===== src/hdl/ssr_cfg.svh =====
// Offsets, field positions, reset values and sizes of the sample store registers.
// Assumes word addressing on a seven-bit register port.
`ifndef SSR_CFG_SVH
`define SSR_CFG_SVH

`define SSR_ADDR_W      7
`define SSR_DATA_W      32
`define SSR_SLOT_COUNT  64
`define SSR_SLOT_IDX_W  6
`define SSR_OFF_SLOT0   7'h00
`define SSR_OFF_SLOTN   7'h3f
`define SSR_OFF_ENABLE  7'h40
`define SSR_OFF_STATUS  7'h41
`define SSR_SAMPLE_W    12
`define SSR_ADC1_LSB    0
`define SSR_ADC2_LSB    16
`define SSR_BIT_DONE    0
`define SSR_RST_ENABLE  1'b0
`define SSR_RST_STATUS  1'b1
`define SSR_RST_SAMPLE  12'h000

`endif


===== src/hdl/ssr_pkg.sv =====
// Types shared by the sample store register bank.
// Assumes ssr_cfg.svh is on the include path.
`include "ssr_cfg.svh"

package ssr_pkg;

   // One register port request, word addressed
   typedef struct packed {
      logic [`SSR_ADDR_W-1:0]     address;
      logic                       read;
      logic                       write;
      logic [`SSR_DATA_W-1:0]     writedata;
   } ssr_csr_req_t;

   // One conversion response from the sequencer side
   typedef struct packed {
      logic                       valid;
      logic [`SSR_SLOT_IDX_W-1:0] slot;
      logic [`SSR_SAMPLE_W-1:0]   adc1;
      logic [`SSR_SAMPLE_W-1:0]   adc2;
      logic                       eop;
   } ssr_rsp_t;

endpackage : ssr_pkg


===== src/hdl/ssr_sample_store.sv =====
// Sample store register bank: 64 slot result words, block-done enable and flag, irq.
// Assumes responses come from logic on sys_clk, and the register port master is on sys_clk.
//
// Overview of operation
// Sixty-four result words, slot n at offset n
// Single build: 12-bit value, upper bits zero
// Dual build: second at 27:16, first 11:0
// Offset 0x40 bit0 enable, reset zero
// Cleared enable keeps flag off irq
// Flag visible in status regardless of enable
// Offset 0x41 flag, one-cycle pulse, resets one
// Seven-bit word address, strobes, 32-bit data
// Single interrupt request output
// One clock, one active-low reset
// Irq exactly when flag and enable
`timescale 1ns/1ps
`include "ssr_cfg.svh"

module ssr_sample_store #(
   parameter int SLOTS = `SSR_SLOT_COUNT,
   parameter bit DUAL  = 1'b0
) (
   input  wire logic                   sys_clk,
   input  wire logic                   srst_n,
   input  wire ssr_pkg::ssr_csr_req_t  csr,
   output logic [`SSR_DATA_W-1:0]      readdata,
   input  wire ssr_pkg::ssr_rsp_t      rsp,
   output logic                        irq
);
   import ssr_pkg::*;

   localparam int SAMPLE_W = `SSR_SAMPLE_W;
   localparam int IDX_W    = `SSR_SLOT_IDX_W;

   logic [SAMPLE_W-1:0] slot_adc1 [SLOTS];
   logic [SAMPLE_W-1:0] slot_adc2 [SLOTS];
   logic                block_done_enable;
   logic                block_done_flag;
   logic                next_enable;
   logic                next_flag;
   logic [`SSR_DATA_W-1:0] next_readdata;
   logic                hit_slot;
   logic                hit_enable;
   logic                hit_status;

   // Writes reach only the enable word; slots and status ignore them
   assign hit_slot   = (csr.address <= `SSR_OFF_SLOTN);
   assign hit_enable = (csr.address == `SSR_OFF_ENABLE);
   assign hit_status = (csr.address == `SSR_OFF_STATUS);

   // Slot results; each entry latches its own response
   for (genvar s = 0; s < SLOTS; s++) begin : g_slot
      always_ff @(posedge sys_clk) begin
         if (!srst_n) begin
            slot_adc1[s] <= `SSR_RST_SAMPLE;
            slot_adc2[s] <= `SSR_RST_SAMPLE;
         end else if (rsp.valid && rsp.slot == IDX_W'(s)) begin
            slot_adc1[s] <= rsp.adc1;
            slot_adc2[s] <= DUAL ? rsp.adc2 : `SSR_RST_SAMPLE;
         end
      end
   end

   // Enable register, software owned
   always_comb begin
      next_enable = block_done_enable;
      if (csr.write && hit_enable) begin
         next_enable = csr.writedata[`SSR_BIT_DONE];
      end
   end

   // Flag only lives one cycle, so a write-one-clear has nothing left to do
   always_comb begin
      next_flag = rsp.valid && rsp.eop;
   end

   always_ff @(posedge sys_clk) begin
      if (!srst_n) begin
         block_done_enable <= `SSR_RST_ENABLE;
         block_done_flag   <= `SSR_RST_STATUS;
      end else begin
         block_done_enable <= next_enable;
         block_done_flag   <= next_flag;
      end
   end

   // Registered from the same next values, so irq never lags the flag
   always_ff @(posedge sys_clk) begin
      if (!srst_n) begin
         irq <= `SSR_RST_STATUS & `SSR_RST_ENABLE;
      end else begin
         irq <= next_flag & next_enable; // see R5, see R9
      end
   end

   // Read mux; unmapped offsets answer zero
   always_comb begin
      next_readdata = '0;
      if (hit_slot) begin
         next_readdata[`SSR_ADC1_LSB +: SAMPLE_W] =
            slot_adc1[csr.address[`SSR_SLOT_IDX_W-1:0]];
         if (DUAL) begin
            next_readdata[`SSR_ADC2_LSB +: SAMPLE_W] =
               slot_adc2[csr.address[`SSR_SLOT_IDX_W-1:0]];
         end
      end else if (hit_enable) begin
         next_readdata[`SSR_BIT_DONE] = block_done_enable;
      end else if (hit_status) begin
         next_readdata[`SSR_BIT_DONE] = block_done_flag;
      end
   end

   // One cycle read latency; data holds until the next read
   // A read beside an enable write returns the old enable
   always_ff @(posedge sys_clk) begin
      if (!srst_n) begin
         readdata <= '0;
      end else if (csr.read) begin
         readdata <= next_readdata;
      end
   end
endmodule : ssr_sample_store


===== config.mk =====
export PLATFORM = sky130hd
export DESIGN_NAME = ssr_sample_store
export DESIGN_NICKNAME = d
export VERILOG_FILES = /design/src/hdl/ssr_pkg.sv /design/src/hdl/ssr_sample_store.sv
export VERILOG_INCLUDE_DIRS = /design/src /design/src/hdl
export SDC_FILE = /design/constraint.sdc
export NUM_CORES = 1
export LEC_CHECK = 0
export ABC_AREA = 1
export BUFFER_PORTS_ARGS = -buffer_cell sky130_fd_sc_hd__buf_4
export CELL_PAD_IN_SITES_DETAIL_PLACEMENT = 2
export CELL_PAD_IN_SITES_GLOBAL_PLACEMENT = 2
export CORE_MARGIN = 1.5
export CORE_UTILIZATION = 40
export DETAILED_ROUTE_END_ITERATION = 10
export PLACE_DENSITY_LB_ADDON = 0.1
export SLEW_MARGIN = 0
export SYNTH_ARGS = -nofsm -noshare
export SYNTH_HDL_FRONTEND = slang
export SYNTH_SLANG_ARGS = --single-unit

===== constraint.sdc =====
create_clock -name sys_clk -period 4.7 [get_ports sys_clk]
set_input_delay 0.47 -clock sys_clk [delete_from_list [all_inputs] [get_ports sys_clk]]
set_output_delay 0.47 -clock sys_clk [all_outputs]
set_load 0.01 [all_outputs]

==> results of run 1 <==
registers in the layout, summed over array words and instances, names as in the netlist:
| register | flops |
|---|---|
| irq | 1 |
| block_done_enable | 1 |
| slot_adc1 | 768 |
| readdata | 12 |
| block_done_flag | 1 |
cells in the mapped netlist, types with 4 or more instances:
| cell type | n | area (um^2) |
|---|---|---|
| nand2_1 | 1311 | 4921 |
| nor2_1 | 980 | 3679 |
| edfxtp_1 | 768 | 23060 |
| nand3_1 | 287 | 1436 |
| inv_1 | 221 | 829.6 |
| clkbuf_1 | 185 | 694.4 |
| a21oi_1 | 88 | 440.4 |
| buf_2 | 81 | 405.4 |
| o21ai_0 | 80 | 400.4 |
| buf_4 | 31 | 232.7 |
| buf_1 | 18 | 67.56 |
| buf_6 | 16 | 180.2 |
| dfxtp_1 | 15 | 300.3 |
| inv_2 | 14 | 52.55 |
| nand3b_1 | 13 | 97.59 |
| nand4_1 | 8 | 50.05 |
| nor3_1 | 6 | 30.03 |
| o211ai_1 | 4 | 30.03 |
per-layer routing:
| layer | vias up | track usage, % | routed length, um |
|---|---|---|---|
| met1 | 14847 | 36.42 | 56180 |
| met4 | 2 | 9.188 | 4122 |
| li1 | 12978 | - | - |
| met3 | 207 | 3.535 | 5668 |
| met2 | 646 | 49.38 | 66310 |
| met5 | - | 0 | 13 |
power by group:
group          switching (mW)  internal, mW
clock                    2.88          3.91
combinational            1.15         0.317
sequential              0.113          8.02
total                    4.14          12.2
cell type report:
| cell class | instances | area [um^2] | area share [%] |
|---|---|---|---|
| inverters | 237 | 917.1 | 2.254 |
| multi-input cells | 2800 | 11240 | 27.63 |
| repair buffers | 108 | 918.4 | 2.257 |
| clock inverters | 36 | 336.6 | 0.8273 |
| flip-flops and latches | 783 | 23360 | 57.42 |
| clock buffers | 125 | 2424 | 5.957 |
| well taps | 1186 | 1484 | 3.647 |
worst min-delay path, stage by stage:
cell and delay, ns:
buf_4 0.08, nand2_1 0.07, nand2_1 0.07
logic make-up after synthesis:
| logic type | Yosys count | synth area share (%) |
|---|---|---|
| buffers and inverters | 570 | 6.779 |
| multiplexers | 1 | 0.02706 |
| flip-flops | 783 | 63.17 |
| AO/OA/AOI/OAI | 172 | 2.355 |
| AND/OR/NAND/NOR | 2607 | 27.66 |
| other | 1 | 0.01014 |
placed cells by master (no fill, tap or decap), drive strengths merged:
master and count:
a21oi 88, buf 108, bufinv 6, clkbuf 125, clkinv 39, clkinvlp 2, conb 20, dfxtp 15
edfxtp 768, inv 226, mux2i 1, nand2 1311, nand3 287, nand3b 13, nand4 8, nor2 982
nor3 6, o211ai 4, o21ai 80
through the flow:
stage	worst slack, ns	hold WS, ns	area, um^2	util (%)
final	1.982	0.04876	40680	44.38
after global routing	1.885	0.06033	40680	44.38
after CTS	1.998	0.004959	40680	44.38
after detailed placement	1.261	0.5130	37920	41.37
after global placement	1.366	0.5084	37920	41.37
after floorplan	2.091	0.4836	37060	-
final timing paths:
check,to,slack [ns]
worst min-delay path,block_done_flag$_SDFF_PN1_,0.05
worst max register to register,readdata[7]$_SDFFE_PN0P_,2.82
worst min register to register,readdata[2]$_SDFFE_PN0P_,0.51
worst max-delay path,readdata[7]$_SDFFE_PN0P_,1.98
==> reports/results.tsv, run 1 <==
metric	value	unit
status	complete, no violations	
FF-to-FF Start	slot_adc1[14][7]$_SDFFCE_PN0P_	
P_leak	16.75	nW
hold buffer count at cts	0	
crit-path cells	buf_4 > nor2_4 > inv_2 > a21oi_1 > nor2_1 > nand2_1 > nand3_1 > nand2_1 > nand2_1 > a21oi_1	
vias in the first global route	30622	
Antenna diodes	0	
Setup CP Type	in2reg	
Max Buffers Root-to-Sink	3	
Die W	307.1	um
Worst Path Buf+Inv	2	
synthesized flop and latch total	783	
Fin. Hold Viols	0	
fmax	0.3679	GHz
initial antenna violation count	1	
delay-heaviest family, CP	simple AND/OR/NAND/NOR gates	
RSZ-0062 raised after global routing	no	
Worst path max stage delay	0.88	ns
Final #Nets	4093	
startpoint types	input port	
largest net degree at the start of global routing	103	
Synth cell types	26	
Fillers	10002	
Die Ht	307.1	um
CP most frequent cell	nand2_1	
full die area	94300	um^2
ys async rst share	0	%
Post-synth EDFFs	768	
Placed Cells	5114	
Worst Path Max Fanout	50	
post-route ant nets	0	
clk slew on worst S/H paths	0.06	ns
Most used DFF post-synth	edfxtp_1	
Vias per Instance	5.437	
final setup TNS	0	ns
hold_sp	rsp[0]	
Tot GR Track Use	28.28	%
Core Footprint	91660	um^2
CTS HTree Levels	3	
gr ovfl total	0	
Max-Cap Viols	0	
postcts setup bufs	0	
Critical Path Sink Type	flop	
buffers added on ports	44	
slowest CP cell	nor2_4	
Clock Skew	0.02945	ns
Worst Path Required	5.28	ns
synth warn	0	
Least-Margin Pin Slew	1.326	ns
CP Data Arrival Time	3.30	ns
Root Buffer	clkbuf_16	
layout cells sized above 1	6.163	%
Sink Count	783	
GP Congestion	0.8301	
Syn Std Cell Area	36990	um^2
Worst Reg-to-Reg Cells	10	
Initial Util	40.35	%
wire per inst	25.08	um
worst rel slew slack	11.25	%
Post-DP HPWL	81960	um
VDD IR-drop max	0.0003208	V
setup violators final	0	
WHS Path Cells	3	
Via Count	28680	
DRT Pass-1 Iters	6	
Final Critical Period	2.718	ns
CTS tree	yes	
# rows	111	
Post-Synthesis Cells	4134	
period utilization	57.83	%
CP Depth	10	
syn_area_per_cell	8.947	um^2
Crit. Startpoint	csr[37]	
worst skew pair latency	0.68	ns
post-CTS sizing	0	
DRT iter0 DRCs	1966	
total power	16.39	mW
Worst Hold Class	in2reg	
number of I/O pins	108	
Layout area overhead	10.00	%
DRT Wirelength	132300	um
Cell Pwr Density	402.9	nW/um^2
Seq/Total Area, Yosys	63.17	%
cts bufs inserted	88	
DRC	0	
first-pass GRT wire length	195300	um
fin cells	5275	
Pins Over Slew Limit	0	
Power figures use the tool's default switching activity.
==> run 2: changes to the inputs <==
--- a/config.mk
+++ b/config.mk
@@ -11,7 +11,7 @@
 export CELL_PAD_IN_SITES_DETAIL_PLACEMENT = 2
 export CELL_PAD_IN_SITES_GLOBAL_PLACEMENT = 2
 export CORE_MARGIN = 1.5
-export CORE_UTILIZATION = 40
+export CORE_UTILIZATION = 36
 export DETAILED_ROUTE_END_ITERATION = 10
 export PLACE_DENSITY_LB_ADDON = 0.1
 export SLEW_MARGIN = 0
==> constraint.sdc (replaced) <==
create_clock -name sys_clk -period 2.3 [get_ports sys_clk]
set_input_delay 0.23 -clock sys_clk [delete_from_list [all_inputs] [get_ports sys_clk]]
set_output_delay 0.23 -clock sys_clk [all_outputs]
set_load 0.01 [all_outputs]
==> reports/results.tsv, run 2 (same netlist as run 1, synthesis figures left out) <==
metric	value	unit	change
Worst Path Max Fanout	1		-98%
Largest register FFs	768		unchanged
crit-path cells	nor2_1 > nor2_1 > o21ai_0 > nand3_1 > nand3_1 > nand2_1 > nand3_1 > nand2_1 > nand2_1 > a21oi_1		
Max Buffers Root-to-Sink	3		unchanged
CTS tree	yes		
status	complete, no violations		
Via Count	29013		+1.2%
footprint of the multi-input gates	11230	um^2	-0.13%
Worst Path Buf+Inv	0		-2
worst skew pair latency	0.67	ns	about the same
Final Util	42.28	%	-2.1 points
Reg with most FFs	slot_adc1		
Layout area overhead	16.46	%	
startpoint types	flop		
Core Footprint	101900	um^2	+11%
crit path to	readdata[0]$_SDFFE_PN0P_		
VDD IR-drop max	0.0005250	V	+64%
DRC	0		unchanged
most common library cell in the layout ignoring fill and taps	nand2_1		
layout cells sized above 1	9.791	%	+3.6 points
Cell Pwr Density	806.6	nW/um^2	+100%
CP Depth	10		unchanged
Largest regs	slot_adc1 x768, readdata x12		
Fin. Hold Viols	0		unchanged
Antenna diodes	0		unchanged
Least-Margin Pin Slew	1.120	ns	-0.2063 ns
Die W	323.5	um	+5.4%
RSZ-0062 raised after global routing	no		
post-route ant nets	0		unchanged
Post-DP HPWL	88890	um	+8.5%
CP Data Arrival Time	2.32	ns	-0.98 ns
Worst path max stage delay	0.33	ns	-0.55 ns
vias in the first global route	30887		+0.87%
Root Buffer	clkbuf_16		
Crit. Startpoint	slot_adc1[46][0]$_SDFFCE_PN0P_		
Worst Hold Class	in2reg		
delay-heaviest family, CP	simple AND/OR/NAND/NOR gates		
number of I/O pins	108		unchanged
largest net degree at the start of global routing	65		-37%
P_leak	17.89	nW	+6.8%
post-place setup slack	0.07511	ns	-1.186 ns
DRT iter0 DRCs	1971		+0.25%
commonest non-fill, non-tap cells in the layout	nand2_1, nor2_1, edfxtp_1		
Critical Path Sink Type	flop		
gr ovfl total	0		unchanged
Final #Nets	4265		+4.2%
WHS Path Cells	5		+2
register area	23360	um^2	unchanged
Setup CP Type	reg2reg		
clk slew on worst S/H paths	0.06	ns	about the same
DRT Wirelength	136000	um	+2.8%
full die area	104700	um^2	+11%
buffers added on ports	44		unchanged
Final Critical Period	1.720	ns	
slowest CP cell	edfxtp_1		
first-pass GRT wire length	201100	um	+3.0%
reg2reg setup slack	0.58	ns	-2.24 ns
total power	34.74	mW	+110%
Sink Count	783		unchanged
GP Congestion	0.8394		+1.1%
period utilization	74.77	%	
worst rel slew slack	25.05	%	+14 points
worst r2r dst	readdata[0]$_SDFFE_PN0P_		
Pins Over Slew Limit	0		unchanged
Fillers	11122		+11%
setup violators final	0		unchanged
Max-Cap Viols	0		unchanged
cts bufs inserted	92		+4.5%
PnR worst setup slack	0.5802	ns	-1.402 ns
Die Ht	323.5	um	+5.4%
CTS HTree Levels	3		unchanged
Initial Util	36.30	%	-4.0 points
DRT Pass-1 Iters	5		-1
wire per inst	24.17	um	-3.6%
fmax	0.5815	GHz	
postcts setup bufs	0		unchanged
Clock Skew	0.01369	ns	-0.01575 ns
# rows	117		+5.4%
Vias per Instance	5.156		-5.2%
Worst Path Required	2.90	ns	-2.38 ns
FF-to-FF Start	slot_adc1[46][0]$_SDFFCE_PN0P_		
Tot GR Track Use	26.30	%	-2.0 points
initial antenna violation count	1		unchanged
Worst Reg-to-Reg Cells	10		unchanged
## run 2: changes by cell type in the layout (fill, tap and decap cells not counted), sizes merged
cell         delta
buf           +164
bufinv          +5
clkbuf          -8
clkinv          +6
dlygate4sd3     +4
inv             -1
## run 2: worst min-delay path: cells and delay by family
family | cells | cell delay, ns
AO/OA/AOI/OAI | 1 | 0.05
buffers and inverters | 1 | 0.19
AND/OR/NAND/NOR | 3 | 0.21
## run 2: worst min-delay path by stage
stage                                         endpoint                         start  slack (ns)
after detailed placement      readdata[7]$_SDFFE_PN0P_      readdata[7]$_SDFFE_PN0P_        0.53
final                         readdata[4]$_SDFFE_PN0P_                       csr[39]        0.08
after CTS                     readdata[4]$_SDFFE_PN0P_                       csr[39]        0.04
after floorplan             block_done_flag$_SDFF_PN1_                        rsp[0]        0.35
after global placement    block_done_enable$_SDFF_PN0_  block_done_enable$_SDFF_PN0_        0.52
after global routing          readdata[5]$_SDFFE_PN0P_                       csr[39]        0.09
## run 2: final cells by class
type | instances | area share (%)
Inverter | 237 | 2.129
Tap cell | 1368 | 3.974
Timing Repair Buffer | 276 | 6.710
Clock inverter | 46 | 1.130
Clock buffer | 117 | 5.757
Sequential cell | 783 | 54.24
Multi-Input combinational cell | 2800 | 26.06
## run 2: through the flow
step	hold slack, ns	std cells	area (um^2)	setup TNS, ns
final	0.07814	5627	43080	0
after global routing	0.09452	5627	43080	0
after CTS	0.04341	5627	43080	0
after detailed placement	0.5284	5460	40070	0
after global placement	0.5182	5460	40070	0
after floorplan	0.3470	4153	37060	-10.90
## run 2: power by group
part	internal (mW)	leakage [nW]	switching, mW
clock network	8.78	1.44	6.00
logic	0.923	9.02	2.43
registers	16.4	7.43	0.226
total	26.1	17.9	8.65
## run 2: repair_timing
item / CTS / global route
gates resized for setup: 0 / 0
hold buffers: 4 / 0
endpoints found under the hold margin: 2 / 0
## run 2: routing by layer
metal,wire (um),vias up,GRT usage (%)
met5,0,-,0
met4,3424,0,6.854
met3,4420,175,2.603
met2,68010,476,45.95
met1,60170,15023,34.83
li1,-,13339,-
